--- src/design/sacc_consts.vh ---
// Constants of the SAR converter control block: register addresses,
// field positions, reset values and sequencing counts.
// Assumes an 8-bit special-function register bus with 8-bit addresses.
`ifndef SACC_CONSTS_VH
`define SACC_CONSTS_VH

// ----------------------------------------------------------------
// Register addresses
// ----------------------------------------------------------------
`define SACC_ADDR_CONFIG     8'hBC
`define SACC_ADDR_RES_LOW    8'hBE
`define SACC_ADDR_RES_HIGH   8'hBF
`define SACC_ADDR_HV_CTRL    8'hD6
`define SACC_ADDR_CONTROL    8'hE8

// ----------------------------------------------------------------
// Reset values
// ----------------------------------------------------------------
`define SACC_RST_CONFIG      8'hF8
`define SACC_RST_RESULT      8'h00
`define SACC_RST_HV_CTRL     8'h00
`define SACC_RST_CONTROL     8'h00

// ----------------------------------------------------------------
// Field positions
// ----------------------------------------------------------------
`define SACC_CFG_DIV_HI      7
`define SACC_CFG_DIV_LO      3
`define SACC_CFG_GAIN_HI     2
`define SACC_CFG_GAIN_LO     0
`define SACC_CTL_EN          7
`define SACC_CTL_TM          6
`define SACC_CTL_DONE        5
`define SACC_CTL_BUSY        4
`define SACC_CTL_SRC_HI      3
`define SACC_CTL_SRC_LO      2
`define SACC_CTL_WIN         1
`define SACC_CTL_LJST        0
`define SACC_HV_EN           7
`define SACC_HV_GAIN_HI      3
`define SACC_HV_GAIN_LO      0

// ----------------------------------------------------------------
// Start sources and sequencing counts (in SAR clocks)
// ----------------------------------------------------------------
`define SACC_SRC_SW          2'h0
`define SACC_SRC_T3          2'h1
`define SACC_SRC_EXT         2'h2
`define SACC_SRC_T2          2'h3
`define SACC_TRACK_SAR_CLKS  5'h03
`define SACC_CONV_SAR_CLKS   5'h10

`endif

--- src/design/sacc_sar_clk_div.v ---
// SAR clock divider: one-cycle enable pulse every (divide + 1) clocks.
// Assumes the divide value is stable while the divider runs.
`timescale 1ns/1ps

// ----------------------------------------------------------------
// Divider
// ----------------------------------------------------------------
module sacc_sar_clk_div (
   input  wire       clk_sys,
   input  wire       sys_rst,
   input  wire       run,
   input  wire [4:0] divide,
   output reg        sar_tick
);

   reg [4:0] count;

   // Counter restarts when idle so every sequence sees a full first period
   always @(posedge clk_sys) begin
      if (sys_rst || !run) begin
         count    <= 5'h00;
         sar_tick <= 1'b0;
      end else if (count == divide) begin
         count    <= 5'h00;
         sar_tick <= 1'b1;
      end else begin
         count    <= count + 5'h01;
         sar_tick <= 1'b0;
      end
   end

endmodule

--- src/design/sacc_conv_ctrl.v ---
// Control logic of a 12-bit SAR converter: registers, start selection,
// tracking sequencer, result justification and window flag.
// Assumes the core's register bus, timer overflow pulses and the SAR
// result all run on clk_sys; only the external start pin is asynchronous.
`timescale 1ns/1ps
`include "sacc_consts.vh"

// How it works
// - SAR clock equals system clock divided by divider field plus one.
// - Start source field picks software, timer 3, external edge or timer 2.
// - Busy stays high through conversion; its fall on completion sets the done flag, but a disable abort does not set done.
// - Done flag is only cleared by a software write of zero.
// - Writing one to busy starts only with source 00; zero does nothing.
// - Low-power mode tracks three SAR clocks after the start, then converts.
// - Low-power external mode tracks while pin low, converts on rising edge.
// - Track mode zero tracks continuously whenever enabled and not converting.
// - Enable bit zero shuts the converter down; one makes it ready.
// - Amplifier gain field decodes to 1, 2, 4, 8, 16 or 0.5.
// - High-voltage amplifier enable bit seven; bits six to four reserved.
// - Four-bit high-voltage gain code selects one of sixteen gains.
// - Control bit zero chooses right or left result justification.
// - Right justified: high byte sign-extends bit three, low byte lower eight.
// - Left justified: high byte top eight bits, low nibble reads zero.
// - Window flag is set on a match and held until software clears it.
// - Conversion lasts sixteen SAR clocks before busy falls and results update.
// - Each result is compared against greater-than and less-than limits.
module sacc_conv_ctrl (
   input  wire        clk_sys,
   input  wire        sys_rst,
   input  wire [7:0]  sfr_addr,
   input  wire        sfr_wr,
   input  wire [7:0]  sfr_wdata,
   input  wire        sfr_rd,
   output reg  [7:0]  sfr_rdata,
   input  wire        timer3_overflow,
   input  wire        timer2_overflow,
   input  wire        external_convert_start,
   input  wire [11:0] sar_result,
   input  wire [15:0] window_gt_limit,
   input  wire [15:0] window_lt_limit,
   output reg         converter_powered,
   output reg         track_active,
   output reg         convert_active,
   output wire        sar_clk_en,
   output reg  [2:0]  pga_gain_code,
   output reg         hv_amp_enable,
   output reg  [3:0]  hv_amp_gain_code,
   output reg         conversion_done_flag,
   output reg         window_match_flag
);

   // ----------------------------------------------------------------
   // Sequencer states
   // ----------------------------------------------------------------
   localparam [1:0] ST_IDLE  = 2'h0;
   localparam [1:0] ST_TRACK = 2'h1;
   localparam [1:0] ST_CONV  = 2'h2;
   // Full reset word, sliced below so no reset assignment loses bits
   localparam [7:0] RST_CONFIG = `SACC_RST_CONFIG;

   // ----------------------------------------------------------------
   // Registers and internal signals
   // ----------------------------------------------------------------
   reg  [4:0]  sar_clock_divider;
   reg  [2:0]  amplifier_gain_select;
   reg         converter_enable;
   reg         track_mode_select;
   reg  [1:0]  start_source_select;
   reg         left_justify_select;
   reg  [7:0]  result_high_byte;
   reg  [7:0]  result_low_byte;
   reg  [1:0]  state;
   reg  [1:0]  next_state;
   reg  [4:0]  sar_count;
   reg         ext_sync1;
   reg         ext_sync2;
   reg         ext_prev;
   reg         start_event;
   reg         next_hi_valid;
   reg  [7:0]  next_result_high;
   reg  [7:0]  next_result_low;
   reg         next_window_hit;
   reg  [2:0]  next_pga_code;
   wire        sar_tick;
   wire        ext_rise;
   wire        conv_busy;
   wire        conv_finish;
   wire        wr_control;
   wire        wr_config;
   wire        wr_hv;
   wire        sw_start;
   wire [15:0] justified_word;

   assign sar_clk_en = sar_tick;
   assign conv_busy  = (state != ST_IDLE);
   assign wr_control = sfr_wr && (sfr_addr == `SACC_ADDR_CONTROL);
   assign wr_config  = sfr_wr && (sfr_addr == `SACC_ADDR_CONFIG);
   assign wr_hv      = sfr_wr && (sfr_addr == `SACC_ADDR_HV_CTRL);

   // Byte writes carry the source field too, so the freshly written value
   // decides whether a busy write is a software start
   assign sw_start = wr_control && sfr_wdata[`SACC_CTL_BUSY] &&
                     (sfr_wdata[`SACC_CTL_SRC_HI:`SACC_CTL_SRC_LO] == `SACC_SRC_SW);

   // Last SAR clock of the conversion period
   assign conv_finish = (state == ST_CONV) && sar_tick &&
                        (sar_count == (`SACC_CONV_SAR_CLKS - 5'h01));

   // ----------------------------------------------------------------
   // SAR clock divider
   // ----------------------------------------------------------------
   // Stopped on the finishing edge and on disable, so no stray tick follows
   sacc_sar_clk_div u_div (
      .clk_sys  (clk_sys),
      .sys_rst  (sys_rst),
      .run      (conv_busy && converter_enable && !conv_finish),
      .divide   (sar_clock_divider),
      .sar_tick (sar_tick)
   );

   // ----------------------------------------------------------------
   // External start pin: two-stage synchroniser then edge detect
   // ----------------------------------------------------------------
   always @(posedge clk_sys) begin
      if (sys_rst) begin
         ext_sync1 <= 1'b0;
         ext_sync2 <= 1'b0;
         ext_prev  <= 1'b0;
      end else begin
         ext_sync1 <= external_convert_start;
         ext_sync2 <= ext_sync1;
         ext_prev  <= ext_sync2;
      end
   end

   assign ext_rise = ext_sync2 && !ext_prev;

   // Start source select; timer overflows are already one-cycle pulses
   always @* begin
      case (start_source_select)
         `SACC_SRC_T3:  start_event = timer3_overflow;
         `SACC_SRC_EXT: start_event = ext_rise;
         `SACC_SRC_T2:  start_event = timer2_overflow;
         default:       start_event = 1'b0;
      endcase
      // Software starts follow the source bits of their own write
      start_event = start_event || sw_start;
   end

   // ----------------------------------------------------------------
   // Tracking and conversion sequencer
   // ----------------------------------------------------------------
   always @* begin
      next_state = state;
      case (state)
         ST_IDLE: begin
            // Starts during a running sequence never reach here
            if (converter_enable && start_event) begin
               if (track_mode_select && (sw_start || start_source_select != `SACC_SRC_EXT))
                  next_state = ST_TRACK;
               else
                  next_state = ST_CONV;
            end
         end
         ST_TRACK: begin
            if (sar_tick && sar_count == (`SACC_TRACK_SAR_CLKS - 5'h01))
               next_state = ST_CONV;
         end
         ST_CONV: begin
            if (conv_finish)
               next_state = ST_IDLE;
         end
         default: next_state = ST_IDLE;
      endcase
   end

   // Disabling aborts any sequence so shutdown is immediate
   always @(posedge clk_sys) begin
      if (sys_rst || !converter_enable) begin
         state     <= ST_IDLE;
         sar_count <= 5'h00;
      end else begin
         state <= next_state;
         if (next_state != state)
            sar_count <= 5'h00;
         else if (sar_tick)
            sar_count <= sar_count + 5'h01;
      end
   end

   // ----------------------------------------------------------------
   // Result justification and window comparison
   // ----------------------------------------------------------------
   always @* begin
      if (left_justify_select) begin
         next_result_high = sar_result[11:4];
         next_result_low  = {sar_result[3:0], 4'h0};
      end else begin
         next_result_high = {{4{sar_result[11]}}, sar_result[11:8]};
         next_result_low  = sar_result[7:0];
      end
   end

   assign justified_word = {next_result_high, next_result_low};

   // Limits in order give an inside window, crossed give an outside one
   always @* begin
      next_hi_valid = (window_lt_limit > window_gt_limit);
      if (next_hi_valid)
         next_window_hit = (justified_word > window_gt_limit) &&
                           (justified_word < window_lt_limit);
      else
         next_window_hit = (justified_word > window_gt_limit) ||
                           (justified_word < window_lt_limit);
   end

   // ----------------------------------------------------------------
   // Register writes and hardware-set flags
   // ----------------------------------------------------------------
   always @(posedge clk_sys) begin
      if (sys_rst) begin
         sar_clock_divider     <= RST_CONFIG[`SACC_CFG_DIV_HI:`SACC_CFG_DIV_LO];
         amplifier_gain_select <= RST_CONFIG[`SACC_CFG_GAIN_HI:`SACC_CFG_GAIN_LO];
         converter_enable      <= 1'b0;
         track_mode_select     <= 1'b0;
         start_source_select   <= `SACC_SRC_SW;
         left_justify_select   <= 1'b0;
         conversion_done_flag  <= 1'b0;
         window_match_flag     <= 1'b0;
         result_high_byte      <= `SACC_RST_RESULT;
         result_low_byte       <= `SACC_RST_RESULT;
         hv_amp_enable         <= 1'b0;
         hv_amp_gain_code      <= 4'h0;
      end else begin
         if (wr_config) begin
            sar_clock_divider     <= sfr_wdata[`SACC_CFG_DIV_HI:`SACC_CFG_DIV_LO];
            amplifier_gain_select <= sfr_wdata[`SACC_CFG_GAIN_HI:`SACC_CFG_GAIN_LO];
         end
         if (wr_control) begin
            converter_enable    <= sfr_wdata[`SACC_CTL_EN];
            track_mode_select   <= sfr_wdata[`SACC_CTL_TM];
            start_source_select <= sfr_wdata[`SACC_CTL_SRC_HI:`SACC_CTL_SRC_LO];
            left_justify_select <= sfr_wdata[`SACC_CTL_LJST];
         end
         if (wr_hv) begin
            hv_amp_enable    <= sfr_wdata[`SACC_HV_EN];
            hv_amp_gain_code <= sfr_wdata[`SACC_HV_GAIN_HI:`SACC_HV_GAIN_LO];
         end
         // Completion sets flags; a same-cycle software clear loses
         if (conv_finish)
            conversion_done_flag <= 1'b1;
         else if (wr_control)
            conversion_done_flag <= sfr_wdata[`SACC_CTL_DONE];
         if (conv_finish && next_window_hit)
            window_match_flag <= 1'b1;
         else if (wr_control)
            window_match_flag <= sfr_wdata[`SACC_CTL_WIN];
         // New result wins over a software write in the same cycle
         if (conv_finish) begin
            result_high_byte <= next_result_high;
            result_low_byte  <= next_result_low;
         end else if (sfr_wr && sfr_addr == `SACC_ADDR_RES_HIGH) begin
            result_high_byte <= sfr_wdata;
         end else if (sfr_wr && sfr_addr == `SACC_ADDR_RES_LOW) begin
            result_low_byte  <= sfr_wdata;
         end
      end
   end

   // ----------------------------------------------------------------
   // Amplifier gain decode: 0 x1, 1 x2, 2 x4, 3 x8, 4 and 5 x16, 6 and 7 x0.5
   // ----------------------------------------------------------------
   always @* begin
      case (amplifier_gain_select)
         3'h0:    next_pga_code = 3'h0;
         3'h1:    next_pga_code = 3'h1;
         3'h2:    next_pga_code = 3'h2;
         3'h3:    next_pga_code = 3'h3;
         3'h4,
         3'h5:    next_pga_code = 3'h4;
         default: next_pga_code = 3'h5;
      endcase
   end

   // ----------------------------------------------------------------
   // Analog-facing control outputs, all registered
   // ----------------------------------------------------------------
   always @(posedge clk_sys) begin
      if (sys_rst) begin
         converter_powered <= 1'b0;
         track_active      <= 1'b0;
         convert_active    <= 1'b0;
         pga_gain_code     <= 3'h0;
      end else begin
         converter_powered <= converter_enable;
         pga_gain_code     <= next_pga_code;
         convert_active    <= converter_enable && (next_state == ST_CONV);
         if (!converter_enable)
            track_active <= 1'b0;
         else if (next_state == ST_TRACK)
            track_active <= 1'b1;
         else if (next_state == ST_IDLE && !track_mode_select)
            track_active <= 1'b1;
         else if (next_state == ST_IDLE && start_source_select == `SACC_SRC_EXT)
            track_active <= !ext_sync2;
         else
            track_active <= 1'b0;
      end
   end

   // ----------------------------------------------------------------
   // Register reads: data one cycle after the strobe, zero elsewhere
   // ----------------------------------------------------------------
   always @(posedge clk_sys) begin
      if (sys_rst) begin
         sfr_rdata <= 8'h00;
      end else if (sfr_rd) begin
         case (sfr_addr)
            `SACC_ADDR_CONFIG:   sfr_rdata <= {sar_clock_divider, amplifier_gain_select};
            `SACC_ADDR_RES_LOW:  sfr_rdata <= result_low_byte;
            `SACC_ADDR_RES_HIGH: sfr_rdata <= result_high_byte;
            `SACC_ADDR_HV_CTRL:  sfr_rdata <= {hv_amp_enable, 3'h0, hv_amp_gain_code};
            `SACC_ADDR_CONTROL:  sfr_rdata <= {converter_enable, track_mode_select,
                                               conversion_done_flag, conv_busy,
                                               start_source_select, window_match_flag,
                                               left_justify_select};
            default:             sfr_rdata <= 8'h00;
         endcase
      end else begin
         sfr_rdata <= 8'h00;
      end
   end

endmodule

--- config.mk ---
export PLATFORM = sky130hd
export DESIGN_NAME = sacc_conv_ctrl
export DESIGN_NICKNAME = d
export VERILOG_FILES = /design/src/design/sacc_sar_clk_div.v /design/src/design/sacc_conv_ctrl.v
export VERILOG_INCLUDE_DIRS = /design/src /design/src/design
export SDC_FILE = /design/constraint.sdc
export NUM_CORES = 1
export LEC_CHECK = 0
export ABC_AREA = 1
export BUFFER_PORTS_ARGS = -buffer_cell sky130_fd_sc_hd__buf_2
export CAP_MARGIN = 5
export CORE_MARGIN = 8
export CORE_UTILIZATION = 35
export DETAILED_ROUTE_END_ITERATION = 8
export RECOVER_POWER = 25
export SLEW_MARGIN = 20
export SYNTH_ARGS = -nofsm -noshare
export SYNTH_HDL_FRONTEND = slang
export SYNTH_SLANG_ARGS = --single-unit
--- constraint.sdc ---
create_clock -name clk_sys -period 2.7 [get_ports clk_sys]
set_input_delay 0.675 -clock clk_sys [delete_from_list [all_inputs] [get_ports clk_sys]]
set_output_delay 0.675 -clock clk_sys [all_outputs]
set_load 0.01 [all_outputs]
; Word level (Yosys, flattened, before mapping)
; Cells that the tools add are included.
; W data, S select, Z words.
[classes]
addsub = 2
n_mul = 0
div = 0
order_cmp = 3
eq_ne = 23
shift = 0
mux = 24
n_bitwise = 2
reduce_logical = 46
[ops]
columns = op, count
row1 = $mux W8, 6
row2 = $eq A8 B8 Y1 const B, 5
row3 = $pmux W8 S5, 1
row4 = $gt A16 B16 Y1, 2
row5 = $logic_and A1 B1 Y1, 20
row6 = $lt A16 B16 Y1, 1
row7 = $pmux W3 S5, 1
row8 = $add A5 B1 Y5 const B, 2
row9 = $reduce_bool A2 Y1, 5
row10 = $reduce_or A2 Y1, 5
row11 = $mux W1, 9
row12 = $eq A2 B2 Y1 const B, 4
row13 = $mux W2, 4
row14 = $mux W7, 1
row15 = $eq A2 B1 Y1 const B, 3
row16 = $eq A3 B2 Y1 const B, 2
row17 = $eq A3 B3 Y1 const B, 2
row18 = $logic_not A1 Y1, 6
row19 = $logic_not A2 Y1, 3
row20 = $pmux W2 S3, 1
row21 = $eq A5 B2 Y1 const B, 1
row22 = $eq A5 B4 Y1 const B, 1
row23 = $eq A5 B5 Y1, 1
row24 = $logic_or A1 B1 Y1, 5
row25 = 7 further kinds, 9
[totals]
reg_bits = 66
latch_bits = 0
ramBits = 0
rom_bits = 0
inputBits = 67
output_inout_bits = 22
elab_cells = 124
n_memories = 0

; Depth between registers and ports, before layout
[depth]
word_depth = 14
mapped_depth = 18
mapped_depth_nobuf = 18

; By module
; From an unflattened synthesis, not the netlist that was laid out.
[unflattened]
hier_cells = 640
hier_area_um2 = 4372.9
[by_module_without_submodules]
columns = mod, instances, cells_each, area_each_um2, seq_area_each_um2
row1 = sacc_conv_ctrl, 1, 594, 4055.1, 1201.2
row2 = sacc_sar_clk_div, 1, 46, 317.8, 120.1

; Least setup slack after synthesis
; OpenSTA, ideal clock, no wires.
[synth_timing]
path_type = input -> register
startpoint = in sar_result[1]
endpoint = reg window_match_flag
setup_time_ns = 0.119
t_arrival_ns = 1.904
required_ns = 2.581
slack_ns = 0.677
path_stages = 15
n_path_buf = 0
path_cell_list = inv_1 > o21ai_0 > ha_1 > a21oi_1 > nor2_1 > nor2_1 > nand2_1 > nand2_1 > nand2_1 > nand2_1 > inv_1 > nand2_1 > nand2_1 > nand2_1 > a21oi_1
[synth_via]
elab_chain_cells = 6
word_cells_on_any_way = 9
classes_between = 2 x order compare / 3 x mux / 4 x reduce/logical
[synth_rtl]
columns = item, line_no
row1 = from (decl), sacc_conv_ctrl.v:38  ; input wire [11:0] sar_result,
row2 = $mux W8 (*), sacc_conv_ctrl.v:195  ; if (left_justify_select) begin
row3 = $gt A16 B16 Y1 or $lt A16 B16 Y1 (tied branches), --
row4 = $logic_or A1 B1 Y1 or $logic_and A1 B1 Y1 (tied branches), "sacc_conv_ctrl.v:213, sacc_conv_ctrl.v:210"
row5 = $mux W1 (*), sacc_conv_ctrl.v:209  ; if (next_hi_valid)
row6 = $logic_and A1 B1 Y1 (*), sacc_conv_ctrl.v:254  ; if (conv_finish && next_window_hit)
row7 = $mux W1 or $reduce_bool A2 Y1 (tied branches), --
row8 = to (signal assigned), sacc_conv_ctrl.v:257  ; window_match_flag <= sfr_wdata[`SACC_CTL_WIN];
row9 = to (decl), sacc_conv_ctrl.v:49  ; output reg window_match_flag
; Every way passes the cells marked *; elsewhere a longest branch is shown, timed or not.
; A chain may end at the register's enable or synchronous reset.

; Worst setup path after layout
[layout_timing]
startpoint = reg left_justify_select
endpoint = reg window_match_flag
[layout_via]
elab_chain_cells = 6
word_cells_on_any_way = 10
classes_between = 2 x order compare / 4 x mux / 4 x reduce/logical
[layout_rtl]
columns = item, line_no
row1 = from (decl), sacc_conv_ctrl.v:69  ; reg left_justify_select;
row2 = from (signal assigned), sacc_conv_ctrl.v:243  ; left_justify_select <= sfr_wdata[`SACC_CTL_LJST];
row3 = $mux W8 or $mux W7 (tied branches), sacc_conv_ctrl.v:195
row4 = $gt A16 B16 Y1 or $lt A16 B16 Y1 (tied branches), --
row5 = $logic_or A1 B1 Y1 or $logic_and A1 B1 Y1 (tied branches), "sacc_conv_ctrl.v:213, sacc_conv_ctrl.v:210"
row6 = $mux W1 (*), sacc_conv_ctrl.v:209
row7 = $logic_and A1 B1 Y1 (*), sacc_conv_ctrl.v:254
row8 = $mux W1 or $reduce_bool A2 Y1 (tied branches), --
; Marks and branches as above.

==> summary.md <==
| Metric | Value |
|---|---|
| DRC | `0` |
| Synth top area cells | `dfxtp_1, ha_1, nand2_1, inv_1, a21oi_1` |
| Worst Path Max Fanout | `12` |
| Post-layout util | `0.437` |
| CP Capture Type | `register` |
| Area Overhead vs Synth | `21.2%` |
| Number of flops mapped to enable cells by yosys | `0` |
| TritonCTS clock tree | `built` |
| Pre-Repair DR Iteration Count | `5` |
| Switching share of power | `0.238` |
| RSZ-0062 raised after global routing | `no` |
| Syn_nets | `734` |
| Pwr Total | `0.00253 W` |
| Mux contribution to synthesized area | `0` |
| FP Rows | `40` |
| Non-filler instance count after layout | `880` |
| Worst-path clk slew | `50 ps` |
| Leakage power total | `about 2.5 nW` |
| CP Data Required Time | `approximately 2900 ps` |
| Vias per inst | `~5.0` |
| Seq/Total Area, Yosys | `0.303` |
| Grt total ovfl | `0` |
| Number of global-route vias before repair | `4,355` |
| Placed Cells | `around 860` |
| Post-Synthesis Cells | `approximately 600` |
| Adder-cell share of the synthesized area | `0.146` |
| Top_reg_cell synth | `dfxtp_1` |
| Hold crit path type | `reg2reg` |
| Netlist cell types | `40` |
| CTS sink count | `66` |
| CTS Hold Bufs | `0` |
| Post-CTS sizing | `0` |
| Vias | `4,371` |
| Yosys top cell area share | `0.303` |
| Largest net degree at the start of global routing | `25` |
| Clk_lat worst skew | `320 ps` |
| Commonest non-fill, non-tap cell in the layout | `nand2_1` |
| H-tree levels | `3` |
| Yosys warning total | `0` |
| Internal power | `0.00193 W` |
| Max Freq | `430 MHz` |
| Largest family of logic cells by synthesized area | `simple AND/OR/NAND/NOR gates` |
| Max-slew headroom | `0.165` |
| Crit path DAT | `2480 ps` |
| Final Max Tran Viols | `0` |
| Root Buffer | `clkbuf_16` |
| Worst Setup Start Kind | `register` |
| Syn Area/Cell | `7.08 µm²` |
| Critical path class | `reg2reg` |
| Least-Margin Pin Slew | `1250 ps` |
| Status | `finished, final reports clean` |
| Commonest non-fill, non-tap cells in the layout | `nand2_1, inv_1, buf_2` |
| Antenna violations before repair | `0` |
| Logic pwr share | `0.124` |
| First-pass GRT wire length | `20.7 mm` |
| Share of post-route cells with drive strength above 1 | `0.177` |
| Peak VDD IR | `0.000345 V` |
| PortBufs | `88` |
| Wire per inst | `14.4 µm` |
| # diodes | `0` |
| Die area | `0.0163 mm²` |
| Tmin final | `2330 ps` |
| Max Clock Skew | `approximately 5.6 ps` |
| Final Hold Fails | `0` |
| Post-synthesis sequential element count | `66` |
| Power Density | `roughly 480 mW/mm²` |
| I/O Pins | `89` |
| Post-Synth Simple-Gate Area | `0.249` |
| Starting Density | `0.360` |
| Compound-Gate Fraction of Synth Area | `0.181` |
| Switching pwr | `0.000603 W` |
| Hold_sp | `ext_sync1` |
| Cts bufs inserted | `9` |
| Max Buffers Root-to-Sink | `2` |
| Async set or reset register ratio after synthesis | `0` |
| Final setup fails | `0` |
| Crit path launch | `left_justify_select` |
| DRT iter0 DRCs | `253` |
| Die Width | `128 µm` |
| Nets | `825` |
| TNS Setup | `0 ps` |
| Seq pwr share | `0.387` |
| Post-DP HPWL | `10.2 mm` |
| WL final | `12.7 mm` |
| DRT antenna net count | `0` |
| Gp weighted congestion | `0.860` |
| Synthesized area | `about 0.0044 mm²` |
| GRT Resource Usage Total | `0.156` |
| Layout fillers | `1,296` |
| Synth area leader | `dfxtp_1` |
| Setup Fix Bufs, Post-CTS | `0` |
| Period Utilization, post-route | `0.862` |
| Core Area | `0.0121 mm²` |
| Clock power frac | `0.490` |
| Die height | `128 µm` |
| Max-Cap Viols | `0` |
| Xor/xnor cell area share of the yosys netlist | `0.0201` |
| R2R Path Start | `left_justify_select` |
-- kinds of logic (layout without fill, tap and decap cells) --
group           count (synthesis)  after routing
fa+ha+maj                      51             51
buf+inv                       112            208
compound gates                128            128
xor+xnor                       10             10
flops                          66             66
simple gates                  249            249
-- worst paths after layout --
check	end	slack (ps)	depth (start not counted)
max reg2reg	window_match_flag	370	15
max	window_match_flag	370	15
min reg2reg	ext_sync2	420	2
min	ext_sync2	420	2
-- cells in the mapped netlist (3+ instances only) --
library cell,count
a21o_1,3
a21oi_1,58
a31oi_1,4
a32oi_1,15
buf_2,5
clkbuf_1,7
dfxtp_1,66
ha_1,51
inv_1,92
inv_2,5
nand2_1,140
nand2_2,7
nand3_1,9
nand3_2,4
nand4_1,7
nor2_1,63
nor3_1,8
o211ai_2,5
o21ai_0,27
o22ai_1,6
xnor2_1,4
xor2_1,6
-- layer usage --
metal | track usage | vias to the layer above | wire [µm]
li1 | - | 2210 | -
met1 | 0.202 | 1997 | 6100
met3 | 0.0295 | 20 | 756
met5 | 0 | - | 0
met4 | 0.0643 | 0 | 260
met2 | 0.250 | 144 | 5540
-- critical path, cell delays in order (launching register included) --
cell and delay, ps:
dfxtp_1 380, inv_1 210, o21ai_0 550, ha_1 340, nand2_1 80, nor2_1 50
nor2_1 80, nand2_1 60, nand2_1 50, nand2_1 40, nand2_1 70, inv_1 40
nand2_1 40, nand2_1 40, nand2_1 60, a21oi_1 50
-- registers in the layout, summed over array words and instances, names as in the netlist, 2 cells and up --
name / count
result_high_byte: 8
start_source_select: 2
pga_gain_code: 3
sar_clock_divider: 5
sar_count: 5
hv_amp_gain_code: 4
result_low_byte: 8
state: 2
sfr_rdata: 8
u_div.count: 5
amplifier_gain_select: 3
-- power groups by stage --
| stage | Combinational [W] | Clock [W] | Sequential (W) |
|---|---|---|---|
| after CTS | 0.000313 | 0.00125 | 0.000979 |
| after floorplan | 0.000190 | 0 | 0.000999 |
| after global placement | 0.000301 | 0 | 0.00100 |
| after detailed placement | 0.000311 | 0 | 0.00100 |
| after global routing | 0.000358 | 0.00130 | 0.000978 |
| final | 0.000313 | 0.00124 | 0.000979 |
-- layout make-up --
class | count | area [µm²] | area share
Clock buffer | 11 | 243 | 0.0459
Clock inverter | 5 | 77.6 | 0.0147
Inverter | 98 | 369 | 0.0698
Multi-Input combinational cell | 438 | 2600 | 0.492
Sequential cell | 66 | 1320 | 0.250
Tap cell | 168 | 210 | 0.0398
Timing Repair Buffer | 94 | 464 | 0.0878
-- through the flow --
stage	worst slack (ps)	hold WS [ps]	area, µm²
2_1_floorplan	677	388	4360
3_3_place_gp	341	415	4990
3_5_place_dp	297	417	4990
4_1_cts	433	422	5310
5_1_grt	187	447	5290
6_report	373	416	5290
Power figures use the tool's default switching activity.
